[src/shared/sar_cfg.svh]
/*
 file holds: offsets, field positions, reset values and counts of the
 converter control block.
 assumes: included by bare name wherever a value is needed.
*/
`ifndef SAR_CFG_SVH
`define SAR_CFG_SVH

`define SAR_ADDR_CTRL 8'h00
`define SAR_ADDR_RANGE 8'h04
`define SAR_ADDR_RESULT 8'h08
`define SAR_ADDR_STATUS 8'h0C
`define SAR_ADDR_LSB 8'h10

`define SAR_CTRL_MODE_LSB 0
`define SAR_CTRL_REF_BIT 2
`define SAR_CTRL_CODING_BIT 3
`define SAR_CTRL_PD_LSB 4
`define SAR_CTRL_CHAN_LSB 6
`define SAR_CTRL_SEQ_BIT 9
`define SAR_CTRL_RESET 10'h000
`define SAR_RANGE_RESET 16'h0000

`define SAR_STAT_BUSY_BIT 8
`define SAR_STAT_OVR_BIT 9
`define SAR_STAT_FULL_BIT 10
`define SAR_RES_VALID_BIT 31

`define SAR_CODE_BITS 13
`define SAR_CODE_SPAN 8192
`define SAR_SIGN_MASK 13'h1000
`define SAR_MSB_INDEX 4'hC
`define SAR_LAST_DECIDE 4'hD
`define SAR_TRACK_EDGE 4'hE
`define SAR_FIFO_DEPTH 16
`define SAR_FIFO_WIDTH 16

`define SAR_LSB_NV_10B 32'h0025_40BE
`define SAR_LSB_NV_5B 32'h0012_A05F
`define SAR_LSB_NV_2B 32'h0009_502F
`define SAR_LSB_NV_10U 32'h0012_A05F

`define AXI_RESP_OKAY 2'h0
`define AXI_RESP_SLVERR 2'h2

`endif

[src/shared/sar_pkg.sv]
/*
 file holds: types of the converter control block.
 assumes: nothing beyond the compiler.
*/
package sar_pkg;
    typedef enum logic [1:0] {
        ST_IDLE = 2'b00,
        ST_CONV = 2'b01,
        ST_TAIL = 2'b11
    } state_t;

    typedef enum logic [1:0] {
        IN_SINGLE_8 = 2'b00,
        IN_DIFF_4 = 2'b01,
        IN_PSEUDO_4 = 2'b10,
        IN_PSEUDO_7 = 2'b11
    } in_mode_t;

    typedef enum logic [1:0] {
        RNG_BIP_10 = 2'b00,
        RNG_BIP_5 = 2'b01,
        RNG_BIP_2P5 = 2'b10,
        RNG_UNI_10 = 2'b11
    } range_t;
endpackage

[src/shared/stream_if.sv]
/*
 file holds: valid/ready word carrier between the block's modules.
 assumes: both ends on the same clock.
*/
interface stream_if #(parameter int W = 16) ();
    logic valid;
    logic ready;
    logic [W-1:0] data;
    modport src (output valid, output data, input ready);
    modport snk (input valid, input data, output ready);
endinterface

[src/result_fifo.sv]
/*
 file holds: flip-flop FIFO with valid/ready on both sides.
 assumes: one clock, synchronous active-low reset, clock enable.
*/
module result_fifo #(
    parameter int WIDTH = 16,
    parameter int DEPTH = 16
) (
    input wire logic aclk,
    input wire logic aresetn,
    input wire logic ce,
    stream_if.snk wr,
    stream_if.src rd,
    output logic [$clog2(DEPTH):0] count
);
    localparam int AW = $clog2(DEPTH);
    logic [WIDTH-1:0] mem [DEPTH];
    logic [AW-1:0] wptr;
    logic [AW-1:0] rptr;
    wire push = wr.valid && wr.ready;
    wire pop = rd.valid && rd.ready;
    wire full = count == (AW+1)'(DEPTH);

    assign wr.ready = !full;
    assign rd.valid = count != '0;
    assign rd.data = mem[rptr];

    always_ff @(posedge aclk)
    begin
        if (ce && push)
        begin
            mem[wptr] <= wr.data;
        end
    end

    always_ff @(posedge aclk)
    begin
        if (!aresetn)
        begin
            wptr <= '0;
            rptr <= '0;
            count <= '0;
        end
        else if (ce)
        begin
            if (push)
                wptr <= wptr + 1'b1;
            if (pop)
                rptr <= rptr + 1'b1;
            count <= count + (AW+1)'(push) - (AW+1)'(pop);
        end
    end
endmodule // result_fifo

[src/sar_adc_control_config.sv]
/*
 file holds: control, configuration and successive approximation
 sequencing of the eight-channel 13-bit converter, with an AXI4-Lite
 register slave and a result FIFO.
 assumes: sclk, cs_n and the comparator arrive asynchronously and are
 synchronised; sclk stays below a quarter of aclk.
*/
// Our own choices: the AXI4-Lite interface to the registers and the register addresses.
`include "sar_cfg.svh"

// Notes on behaviour
// - each conversion yields a 13-bit code, twelve magnitude bits and sign.
// - a conversion needs only fourteen serial clock edges, for high throughput.
// - every channel keeps its own two-bit input range in the range register.
// - two mode bits choose single-ended, differential or pseudo differential.
// - after reset inputs are eight single-ended; host must write to change.
// - the first thirteen rising serial clock edges both step the conversion and shift the data out.
// - after reset external reference; host sets the reference bit for internal.
// - power-down setting from the control register applies between conversions.
// - output coding is twos complement after reset.
// - coding bit set gives straight binary results.
// - sequenced channels all use the coding from the latest control write.
// - one code step is the selected span over 8192 codes.
// - result resolved bit by bit from comparator, driving the trial DAC code.
// - sampling returns to track after the fourteenth rising serial clock edge.
// - falling chip select puts sampling into hold and starts a conversion.
// - twos complement maps the span to codes -4096 to +4095.
module sar_adc_control_config (
    input wire logic aclk,
    input wire logic aresetn,
    input wire logic ce,
    input wire logic [7:0] s_axi_awaddr,
    input wire logic s_axi_awvalid,
    output logic s_axi_awready,
    input wire logic [31:0] s_axi_wdata,
    input wire logic [3:0] s_axi_wstrb,
    input wire logic s_axi_wvalid,
    output logic s_axi_wready,
    output logic [1:0] s_axi_bresp,
    output logic s_axi_bvalid,
    input wire logic s_axi_bready,
    input wire logic [7:0] s_axi_araddr,
    input wire logic s_axi_arvalid,
    output logic s_axi_arready,
    output logic [31:0] s_axi_rdata,
    output logic [1:0] s_axi_rresp,
    output logic s_axi_rvalid,
    input wire logic s_axi_rready,
    input wire logic sclk,
    input wire logic cs_n,
    input wire logic comp_in,
    output logic dout,
    output logic hold,
    output logic [12:0] dac_code,
    output logic [2:0] mux_chan,
    output logic [1:0] in_mode,
    output logic [1:0] chan_range,
    output logic ref_internal,
    output logic [1:0] pd_mode
);
    // synchronisers
    logic sclk_s1, sclk_s2, sclk_s3;
    logic cs_s1, cs_s2, cs_s3;
    logic comp_s1, comp_s2;

    // configuration
    logic [9:0] ctrl;
    logic [15:0] range_reg;
    logic overrun;

    // conversion
    sar_pkg::state_t state;
    logic [3:0] edge_cnt;
    logic [3:0] bit_idx;
    logic [12:0] sar;
    logic [2:0] seq_ptr;
    logic [15:0] pend_data;
    logic pend_valid;

    // fifo
    stream_if #(.W(`SAR_FIFO_WIDTH)) fin ();
    stream_if #(.W(`SAR_FIFO_WIDTH)) fout ();
    logic [4:0] fifo_count;

    function automatic logic [12:0] sar_step(input logic [12:0] cur,
        input logic [3:0] b, input logic keep);
        logic [12:0] nxt;
        nxt = cur;
        nxt[b] = keep;
        if (b != 4'h0)
            nxt[b - 4'h1] = 1'b1;
        return nxt;
    endfunction

    function automatic logic [31:0] strb_merge(input logic [31:0] old,
        input logic [31:0] val, input logic [3:0] strb);
        logic [31:0] res;
        res = old;
        for (int i = 0; i < 4; i++)
            if (strb[i])
                res[i*8 +: 8] = val[i*8 +: 8];
        return res;
    endfunction

    function automatic logic [31:0] lsb_nv(input logic [1:0] rng);
        unique case (sar_pkg::range_t'(rng))
            sar_pkg::RNG_BIP_10: return `SAR_LSB_NV_10B;
            sar_pkg::RNG_BIP_5: return `SAR_LSB_NV_5B;
            sar_pkg::RNG_BIP_2P5: return `SAR_LSB_NV_2B;
            sar_pkg::RNG_UNI_10: return `SAR_LSB_NV_10U;
        endcase
    endfunction

    // decoding
    wire sclk_rise = sclk_s2 && !sclk_s3;
    wire cs_fall = !cs_s2 && cs_s3;
    wire cs_rise = cs_s2 && !cs_s3;
    wire coding_bin = ctrl[`SAR_CTRL_CODING_BIT];
    wire seq_en = ctrl[`SAR_CTRL_SEQ_BIT];
    wire [2:0] chan_sel = ctrl[`SAR_CTRL_CHAN_LSB +: 3];
    wire in_conv = state == sar_pkg::ST_CONV;
    wire decide = in_conv && sclk_rise && edge_cnt < `SAR_LAST_DECIDE;
    wire track_edge = in_conv && sclk_rise
        && edge_cnt == `SAR_LAST_DECIDE;
    wire [12:0] next_sar = sar_step(sar, bit_idx, comp_s2);
    // straight binary is the raw sar code, twos complement flips the sign
    wire [12:0] coded = coding_bin ? sar
        : sar ^ `SAR_SIGN_MASK;
    wire next_dout = comp_s2 ^ (bit_idx == `SAR_MSB_INDEX
        && !coding_bin);
    wire [2:0] next_chan = seq_en ? seq_ptr : chan_sel;
    wire [2:0] next_seq = (seq_ptr >= chan_sel) ? 3'h0 : seq_ptr + 3'h1;

    // register bus decode
    wire aw_hs = s_axi_awvalid && s_axi_awready;
    wire w_hs = s_axi_wvalid && s_axi_wready;
    wire ar_hs = s_axi_arvalid && s_axi_arready;
    logic [7:0] wr_addr;
    logic [31:0] wr_data;
    logic [3:0] wr_strb;
    wire wr_do = !s_axi_awready && !s_axi_wready && !s_axi_bvalid;
    wire wr_ctrl = wr_do && wr_addr == `SAR_ADDR_CTRL;
    wire wr_range = wr_do && wr_addr == `SAR_ADDR_RANGE;
    wire wr_stat = wr_do && wr_addr == `SAR_ADDR_STATUS;
    wire wr_ok = wr_ctrl || wr_range || wr_stat;
    wire [31:0] ctrl_merged = strb_merge({22'h0, ctrl}, wr_data, wr_strb);
    wire [31:0] range_merged = strb_merge({16'h0, range_reg}, wr_data,
        wr_strb);
    wire ovr_clear = wr_stat && wr_strb[1]
        && wr_data[`SAR_STAT_OVR_BIT];
    wire rd_result = s_axi_araddr == `SAR_ADDR_RESULT;
    wire rd_ok = s_axi_araddr == `SAR_ADDR_CTRL
        || s_axi_araddr == `SAR_ADDR_RANGE || rd_result
        || s_axi_araddr == `SAR_ADDR_STATUS
        || s_axi_araddr == `SAR_ADDR_LSB;
    wire [31:0] stat_word = {21'h0, fifo_count == 5'(`SAR_FIFO_DEPTH),
        overrun, state != sar_pkg::ST_IDLE, 3'h0, fifo_count};
    wire [31:0] result_word = fout.valid ? {1'b1, 15'h0, fout.data}
        : 32'h0000_0000;
    wire [31:0] rd_word =
        s_axi_araddr == `SAR_ADDR_CTRL ? {22'h0, ctrl} :
        s_axi_araddr == `SAR_ADDR_RANGE ? {16'h0, range_reg} :
        rd_result ? result_word :
        s_axi_araddr == `SAR_ADDR_STATUS ? stat_word :
        s_axi_araddr == `SAR_ADDR_LSB ? lsb_nv(chan_range) :
        32'h0000_0000;

    assign fin.valid = pend_valid;
    assign fin.data = pend_data;
    assign fout.ready = ar_hs && rd_result;

    result_fifo #(
        .WIDTH(`SAR_FIFO_WIDTH),
        .DEPTH(`SAR_FIFO_DEPTH)
    ) u_fifo (
        .aclk(aclk),
        .aresetn(aresetn),
        .ce(ce),
        .wr(fin),
        .rd(fout),
        .count(fifo_count)
    );

    // pin synchronisers
    always_ff @(posedge aclk)
    begin
        if (!aresetn)
        begin
            {sclk_s1, sclk_s2, sclk_s3} <= 3'h0;
            {cs_s1, cs_s2, cs_s3} <= 3'h7;
            {comp_s1, comp_s2} <= 2'h0;
        end
        else if (ce)
        begin
            {sclk_s1, sclk_s2, sclk_s3} <= {sclk, sclk_s1, sclk_s2};
            {cs_s1, cs_s2, cs_s3} <= {cs_n, cs_s1, cs_s2};
            {comp_s1, comp_s2} <= {comp_in, comp_s1};
        end
    end

    // frame state
    always_ff @(posedge aclk)
    begin
        if (!aresetn)
            state <= sar_pkg::ST_IDLE;
        else if (ce)
        begin
            unique case (state)
                sar_pkg::ST_IDLE:
                    if (cs_fall)
                        state <= sar_pkg::ST_CONV;
                sar_pkg::ST_CONV:
                    if (cs_rise)
                        state <= sar_pkg::ST_IDLE;
                    else if (track_edge)
                        state <= sar_pkg::ST_TAIL;
                sar_pkg::ST_TAIL:
                    if (cs_rise)
                        state <= sar_pkg::ST_IDLE;
                default:
                    state <= sar_pkg::ST_IDLE;
            endcase
        end
    end

    // successive approximation datapath
    always_ff @(posedge aclk)
    begin
        if (!aresetn)
        begin
            edge_cnt <= 4'h0;
            bit_idx <= 4'h0;
            sar <= 13'h0000;
            dout <= 1'b0;
            hold <= 1'b0;
            mux_chan <= 3'h0;
            seq_ptr <= 3'h0;
        end
        else if (ce)
        begin
            hold <= state == sar_pkg::ST_IDLE ? cs_fall
                : in_conv && !cs_rise && !track_edge;
            if (state == sar_pkg::ST_IDLE && cs_fall)
            begin
                edge_cnt <= 4'h0;
                bit_idx <= `SAR_MSB_INDEX;
                sar <= `SAR_SIGN_MASK;
                mux_chan <= next_chan;
            end
            else if (decide)
            begin
                edge_cnt <= edge_cnt + 4'h1;
                sar <= next_sar;
                dout <= next_dout;
                if (bit_idx != 4'h0)
                    bit_idx <= bit_idx - 4'h1;
            end
            else if (track_edge)
            begin
                edge_cnt <= `SAR_TRACK_EDGE;
                if (seq_en)
                    seq_ptr <= next_seq;
            end
        end
    end

    // result hand-off, holds one word on a full fifo and drops the next result with overrun
    always_ff @(posedge aclk)
    begin
        if (!aresetn)
        begin
            pend_valid <= 1'b0;
            pend_data <= 16'h0000;
            overrun <= 1'b0;
        end
        else if (ce)
        begin
            if (fin.valid && fin.ready)
                pend_valid <= 1'b0;
            if (track_edge && pend_valid && !fin.ready)
                overrun <= 1'b1;
            else if (ovr_clear)
                overrun <= 1'b0;
            if (track_edge && !(pend_valid && !fin.ready))
            begin
                pend_valid <= 1'b1;
                // code as left by the last decision edge, taken at the track edge
                pend_data <= {mux_chan, coded};
            end
        end
    end

    // configuration and pin drive
    always_ff @(posedge aclk)
    begin
        if (!aresetn)
        begin
            ctrl <= `SAR_CTRL_RESET;
            range_reg <= `SAR_RANGE_RESET;
            in_mode <= 2'h0;
            ref_internal <= 1'b0;
            pd_mode <= 2'h0;
            chan_range <= 2'h0;
            dac_code <= 13'h0000;
        end
        else if (ce)
        begin
            if (wr_ctrl)
                ctrl <= ctrl_merged[9:0];
            if (wr_range)
                range_reg <= range_merged[15:0];
            in_mode <= ctrl[`SAR_CTRL_MODE_LSB +: 2];
            ref_internal <= ctrl[`SAR_CTRL_REF_BIT];
            pd_mode <= state == sar_pkg::ST_IDLE
                ? ctrl[`SAR_CTRL_PD_LSB +: 2] : 2'h0;
            chan_range <= range_reg[mux_chan*2 +: 2];
            dac_code <= in_conv ? sar : 13'h0000;
        end
    end

    // AXI4-Lite write channel
    always_ff @(posedge aclk)
    begin
        if (!aresetn)
        begin
            s_axi_awready <= 1'b1;
            s_axi_wready <= 1'b1;
            s_axi_bvalid <= 1'b0;
            s_axi_bresp <= `AXI_RESP_OKAY;
            wr_addr <= 8'h00;
            wr_data <= 32'h0000_0000;
            wr_strb <= 4'h0;
        end
        else if (ce)
        begin
            if (aw_hs)
            begin
                s_axi_awready <= 1'b0;
                wr_addr <= s_axi_awaddr;
            end
            if (w_hs)
            begin
                s_axi_wready <= 1'b0;
                wr_data <= s_axi_wdata;
                wr_strb <= s_axi_wstrb;
            end
            if (wr_do)
            begin
                s_axi_bvalid <= 1'b1;
                s_axi_bresp <= wr_ok ? `AXI_RESP_OKAY : `AXI_RESP_SLVERR;
            end
            if (s_axi_bvalid && s_axi_bready)
            begin
                s_axi_bvalid <= 1'b0;
                s_axi_awready <= 1'b1;
                s_axi_wready <= 1'b1;
            end
        end
    end

    // AXI4-Lite read channel
    always_ff @(posedge aclk)
    begin
        if (!aresetn)
        begin
            s_axi_arready <= 1'b1;
            s_axi_rvalid <= 1'b0;
            s_axi_rdata <= 32'h0000_0000;
            s_axi_rresp <= `AXI_RESP_OKAY;
        end
        else if (ce)
        begin
            if (ar_hs)
            begin
                s_axi_arready <= 1'b0;
                s_axi_rvalid <= 1'b1;
                s_axi_rdata <= rd_word;
                s_axi_rresp <= rd_ok ? `AXI_RESP_OKAY : `AXI_RESP_SLVERR;
            end
            else if (s_axi_rvalid && s_axi_rready)
            begin
                s_axi_rvalid <= 1'b0;
                s_axi_arready <= 1'b1;
            end
        end
    end
endmodule // sar_adc_control_config

[config.mk]
export PLATFORM = sky130hd
export DESIGN_NAME = sar_adc_control_config
export DESIGN_NICKNAME = d
export VERILOG_FILES = /design/src/shared/sar_pkg.sv /design/src/shared/stream_if.sv /design/src/result_fifo.sv /design/src/sar_adc_control_config.sv
export VERILOG_INCLUDE_DIRS = /design/src /design/src/shared
export SDC_FILE = /design/constraint.sdc
export NUM_CORES = 1
export LEC_CHECK = 0
export ABC_AREA = 1
export BUFFER_PORTS_ARGS = -buffer_cell sky130_fd_sc_hd__buf_4
export CAP_MARGIN = 20
export CORE_MARGIN = 10
export CORE_UTILIZATION = 55
export CTS_BUF_LIST = sky130_fd_sc_hd__clkbuf_8 sky130_fd_sc_hd__clkbuf_16
export CTS_CLUSTER_DIAMETER = 40
export CTS_CLUSTER_SIZE = 16
export DETAILED_ROUTE_END_ITERATION = 8
export GPL_TIMING_DRIVEN = 0
export PLACE_DENSITY = 0.76
export SYNTH_ARGS = -nofsm -noshare
export SYNTH_HDL_FRONTEND = slang
export SYNTH_SLANG_ARGS = --single-unit
[constraint.sdc]
create_clock -name aclk -period 2.3 [get_ports aclk]
set_clock_uncertainty 0.05 [all_clocks]
set_input_delay 0.23 -clock aclk [delete_from_list [all_inputs] [get_ports aclk]]
set_output_delay 0.23 -clock aclk [all_outputs]
set_load 0.01 [all_outputs]
# Yosys cells after proc, flatten, opt, wreduce, memory -nomap -nowiden
# Memories as Yosys holds them, arrays and structs flattened. A register that Yosys moved wholly into a read port is not among the register bits.
# Index checks and enable logic that the tools add are counted.
dict set report word_totals {
  regBits 183
  ramBits 256
  inputBits 63
  out_inout_bits 66
  memories 1
}
dict set report classes {
  n_addsub 7
  order_cmp 6
  n_eq_ne 17
  shift 1
  mux 52
  bitwise_logic 5
  reduce_logical 90
}
# name words word_bits rd rd_clocked_by_memory_dff write_ports line_no
set mem_list {}
lappend mem_list {u_fifo.mem 16 16 1 1 1 result_fifo.sv:17} ;# logic [WIDTH-1:0] mem [DEPTH];
# op count
set op_table {}
lappend op_table {{32-bit 2-to-1 mux} 6}
lappend op_table {{32-bit one-hot mux with 3 select lines} 1}
lappend op_table {{13-bit 2-to-1 mux} 5}
lappend op_table {{1-bit logical AND} 32}
lappend op_table {{4-bit 2-to-1 mux} 8}
lappend op_table {{2-bit AND reduction} 16}
lappend op_table {{8-bit by 4-bit == test with 1-bit output, second input constant} 3}
lappend op_table {{1-bit 2-to-1 mux} 19}
lappend op_table {{3-bit AND reduction} 6}
lappend op_table {{2-bit nonzero test} 9}
lappend op_table {{8-bit by 3-bit == test with 1-bit output, second input constant} 2}
lappend op_table {{8-bit logical NOT} 2}
lappend op_table {{16-bit by 5-bit variable part select with 2-bit output} 1}
lappend op_table {{2-bit 2-to-1 mux} 7}
lappend op_table {{13-bit bitwise mux} 1}
lappend op_table {{13-bit OR} 1}
lappend op_table {{4-bit by 1-bit adder with 4-bit output, second input constant} 3}
lappend op_table {{1-bit logical NOT} 11}
lappend op_table {{4-bit by 5-bit less-than comparator with 1-bit output, second input constant} 2}
lappend op_table {{1-bit demux with 4-bit select} 2}
lappend op_table {{4-bit == test, second input constant} 2}
lappend op_table {{8-bit by 5-bit == test with 1-bit output, second input constant} 1}
lappend op_table {{4-bit by 1-bit greater-or-equal comparator with 1-bit output, second input constant} 2}
lappend op_table {{2-bit == test, second input constant} 3}
lappend op_table {{other kinds (22)} 33}

# Logic depth before layout (Yosys ltp)
dict set report depth {
  depth_word 9
  depth_mapped 15
  mapped_depth_nobuf 15
}

# Modules after synthesis
# A second synthesis with hierarchy kept.
dict set report hier_totals {
  cells_unflattened 2274
  hier_area_um2 19638.8
}
# mod instances cells_per_inst area_per_inst_um2
set modules_own_cells {}
lappend modules_own_cells {result_fifo 1 1197 12079.1}
lappend modules_own_cells {sar_adc_control_config 1 1077 7559.8}

# Worst setup path after synthesis
# Ideal clock, no wire load.
dict set report synth_path {
  path_kind {reg-to-reg}
  startpoint {register u_fifo.count[3]}
  endpoint {register u_fifo.count[4]}
  setup_ns 0.132
  arrival_ns 2.264
  t_required_ns 2.118
  slack_ns -0.146
  path_stages_with_launch 16
  path_buffers 0
  synth_period_minus_slack_ns 2.446
  cell_sequence {dfxtp_1 inv_1 ha_1 nand3_1 nor2_1 nor3_1 ha_1 inv_1 ha_1 inv_1 fa_1 o21ai_0 a21oi_1 xor2_1 nand2_1 a21oi_1}
}
dict set report synth_between {
  elab_chain_len 5
  word_cells_on_any_way 7
  cone_classes {add/sub (2); eq/ne (1); reduce/logical (4)}
}
# item line_no
set synth_lines {}
lappend synth_lines {{from (decl)} result_fifo.sv:14} ;# output logic [$clog2(DEPTH):0] count
lappend synth_lines {{from (signal assigned)} result_fifo.sv:50} ;# count <= count + (AW+1)'(push) - (AW+1)'(pop);
lappend synth_lines {{5-bit == test} result_fifo.sv:22} ;# wire full = count == (AW+1)'(DEPTH);
lappend synth_lines {{1-bit logical NOT} result_fifo.sv:24} ;# assign wr.ready = !full;
lappend synth_lines {{1-bit logical AND} result_fifo.sv:20} ;# wire push = wr.valid && wr.ready;
lappend synth_lines {{5-bit by 1-bit adder with 5-bit output} result_fifo.sv:50}
lappend synth_lines {{5-bit by 1-bit subtractor with 5-bit output *} result_fifo.sv:50}
# Mark *: on every way between the ends. The rest lies on a longest branch, timed or not.
# A chain may end at the register's enable or synchronous reset.

# Worst setup path in the final report
# Same ends and word-level chain as after synthesis.

==> impl_metrics.toml <==
[global_routing]
first_pass_grt_wire_length_mm = 88.1
antenna_found_initial = 1
grt_max_degree = 18
total_congestion_overflow_after_global_routing = 0
grt.total_usage_pct = 26.9
via_count_of_the_first_global_routing_pass = 15400

[layout]
register_area_sq_um = 11200
multi_input_comb_area_sq_um = 6320
biggestRegsByFlops = "u_fifo.mem: 256 flops, s_axi_rdata: 21 flops"
design.final.nets = 2458
layout.cells.most_common = "nand2_1"
largest-register = "u_fifo.mem"
layout.cells.most_common_list = "nand2_1, inv_1, edfxtp_1, nand3_1"
fill_cells = 2527
layoutNonFillerInstCount = 2858
synthToLayoutAreaGrowth_pct = 21.2
post_route_cells_drive_above_1_share_pct = 14.8
number_of_flip_flops_under_the_largest_register_name = 256

[route]
vias = 16100
via_per_inst = 5.63
wire_per_inst_microns = 20.2
drc_errors = 0
drtPass1Iterations = 8
routed_wire_length_mm = 57.8
drtAntennaViolNets = 0
detail_route.iter0.violations = 1816

[critical_path]
critical_path.startpoint_type = "flip-flop"
critPathCaptureType = "flip-flop"
worstPathMaxFanout = 2
crit_arrival_ns = 2.86
worstPathRequired_ns = 2.74
critical_path_buffers_and_inverters = 3
biggest_cell_delay_along_the_critical_path_ns = 0.35
timing.setup.critical_path_class = "flip-flop to flip-flop"
startpoint_of_the_lowest_slack_register_to_register_path = "u_fifo.count[3]"
r2r_end = "u_fifo.count[4]"
crit_chain = "inv_4, ha_4, nand3_4, nor2_4, nor3_2, ha_1, inv_1, ha_2, inv_2, fa_2, o21ai_2, a21oi_2, xor2_1, nand2_1, a21oi_2"
crit_start = "u_fifo.count[3]"
critical_path.slowest_cell = "dfxtp_4"
critical_path.top_delay_family = "adder cells"
ff2ff_path_depth = 15
worst_path_most_repeated_cell = "a21oi_2"
r2r_setup_slack_ns = -0.12

[cts]
cts.root.buffer_cell = "clkbuf_16"
worst_skew_pair.late_latency_ns = 0.57
cts_tree = "built"
clock_path_buffers = 3
cts_buffers = 50
clkTransAtPathRegs_ns = 0.06
cts_sinks = 430
cts.htree.levels = 2

[die]
start_util_pct = 56.2
ioPinCount = 129
floorplan.rows = 67
die_h_microns = 206
core-area_sq_um = 33800
chipWidth_microns = 206
fp.dieArea_sq_um = 42400

[timing]
timing.final.setup_violations = 2
worst_slew_margin_relative_to_its_limit_pct = 41.4
post-route-min-period_ns = 2.42
finalHoldViolations = 0
number_of_pins_with_negative_max_slew_slack_in_the_final_report = 0
final_min_period_over_clock_period_pct = 105
worstMarginPinSlew_ns = 0.878
finalWorstSetupSlack_ns = -0.124
fin_tns_setup_ns = -0.206
rsz0062_at_grt = "true"
timing.fmax_mhz = 413

[status]
outcome = "finished, violations left"
failed_checks = "negative setup slack"

[synth]
yosys_warnings = 0
average_footprint_of_a_synthesized_cell_sq_um = 8.84
ys_seq_elements = 430
post_synth_num_cell_types = 42
synth_edf_count = 256
mapped_cell_area_sq_um = 19000
dominantRegCellSynth = "edfxtp_1"
postSynthCellCount = 2148
synth_async_sr_flop_share_pct = 0
synth-seq-area-share_pct = 58.8

[job]
maxCapViolations = 0

[place]
place_hpwl_mm = 39.5
placed_cells = 2719
placement.io_buffers = 98
globalplace.congestion = 0.982

[power_and_ir_drop]
fin_total_pwr_w = 0.0173
p_per_area_nw_per_um2 = 751
irDropWorstVdd_v = 0.000593
p_leak_nw = 10.1

[min_path]
worstHoldPathType = "input pin to flip-flop"
min_from = "ce"
worstHoldPathCells = 4
hold_end = "overrun"
worst max path at each step:
stage                   endpoint  slack (ns)  cells after the start
5_1_grt          u_fifo.count[4]       -0.29                     15
3_3_place_gp    u_fifo.mem[3][3]       -1.14                      7
4_1_cts          u_fifo.count[4]       -0.11                     15
2_1_floorplan  u_fifo.mem[11][0]       -0.04                      7
3_5_place_dp   u_fifo.mem[7][10]       -0.57                      7
6_report         u_fifo.count[4]       -0.12                     15
stage by stage:
stage	hold WS, ns	setup WS [ns]	area (sq um)	util, %
floorplan	0.306	-0.0389	19000	-
global placement	0.392	-1.14	20300	60.2
detailed placement	0.393	-0.566	20700	61.1
CTS	0.100	-0.109	22900	67.9
global route	0.139	-0.287	23000	68.1
finish	0.115	-0.124	23000	68.1
report_power, final:
| part | internal (W) | leakage, nW | total [W] | switching, W |
|---|---|---|---|---|
| registers | 0.00815 | 3.25 | 0.00823 | 0.0000757 |
| clock network | 0.00472 | 0.854 | 0.00825 | 0.00352 |
| logic | 0.000327 | 5.95 | 0.000816 | 0.000489 |
| total | 0.0132 | 10.1 | 0.0173 | 0.00409 |
worst register-to-register path: stages, from the launching register on:
cell and delay (ns):
dfxtp_4 0.35, inv_4 0.06, ha_4 0.15, nand3_4 0.08, nor2_4 0.11, nor3_2 0.05, ha_1 0.27, inv_1 0.06
ha_2 0.18, inv_2 0.04, fa_2 0.35, o21ai_2 0.16, a21oi_2 0.08, xor2_1 0.15, nand2_1 0.08, a21oi_2 0.14
cell usage after synthesis, types with 6 or more instances:
cell type | number | area, sq um
buf_1 | 10 | 37.5
nand3_1 | 236 | 1180
nand2_1 | 558 | 2090
edfxtp_1 | 256 | 7690
mux2i_1 | 12 | 120
xor2_1 | 7 | 61.3
nor3_1 | 13 | 65.1
buf_2 | 45 | 225
dfxtp_1 | 174 | 3480
o21ai_0 | 113 | 566
o21ai_1 | 19 | 95.1
inv_1 | 300 | 1130
ha_1 | 26 | 325
a211oi_1 | 10 | 75.1
buf_4 | 14 | 105
a21oi_1 | 172 | 861
nand4_1 | 6 | 37.5
inv_2 | 9 | 33.8
clkbuf_1 | 45 | 169
nor2_1 | 85 | 319
area by class of cell:
| type | instances | area share [%] |
|---|---|---|
| clock inverter | 40 | 1.94 |
| tap | 448 | 2.44 |
| clock buffer | 53 | 5.66 |
| buffer | 114 | 2.44 |
| timing repair buffer | 160 | 6.39 |
| antenna | 1 | 0.0109 |
| inverter | 311 | 5.09 |
| multi-input combinational | 1301 | 27.5 |
| sequential | 430 | 48.6 |
routing by layer:
layer,GRT usage (%),vias to the layer above,routed length (microns)
met4,11.4,0,2500
li1,-,7449,-
met5,0,-,0
met2,44.8,967,27800
met1,33.7,7465,21600
met3,5.21,199,5980
logic make-up (layout without fill, tap and decap cells):
logic type	Yosys count	after routing	synth area share, %
XOR/XNOR	9	9	0.455
flip-flops	430	430	58.8
multiplexers	12	12	0.633
AND/OR/NAND/NOR	918	918	20.4
adder cells (fa/ha/maj)	27	27	1.82
buffers and inverters	427	678	9.06
AO/OA/AOI/OAI	324	324	8.81
other	1	12	0.0198
repair_timing:
action | 4_1_cts | 5_1_grt
setup buffers | 11 | 5
hold buffers | 31 | 0
endpoints found under the hold margin | 33 | 0
gates resized for setup | 33 | 28
pin swaps | 8 | 7
setup endpoints to repair | 266 | 137
Note: power is estimated with default switching activity, not from simulation.
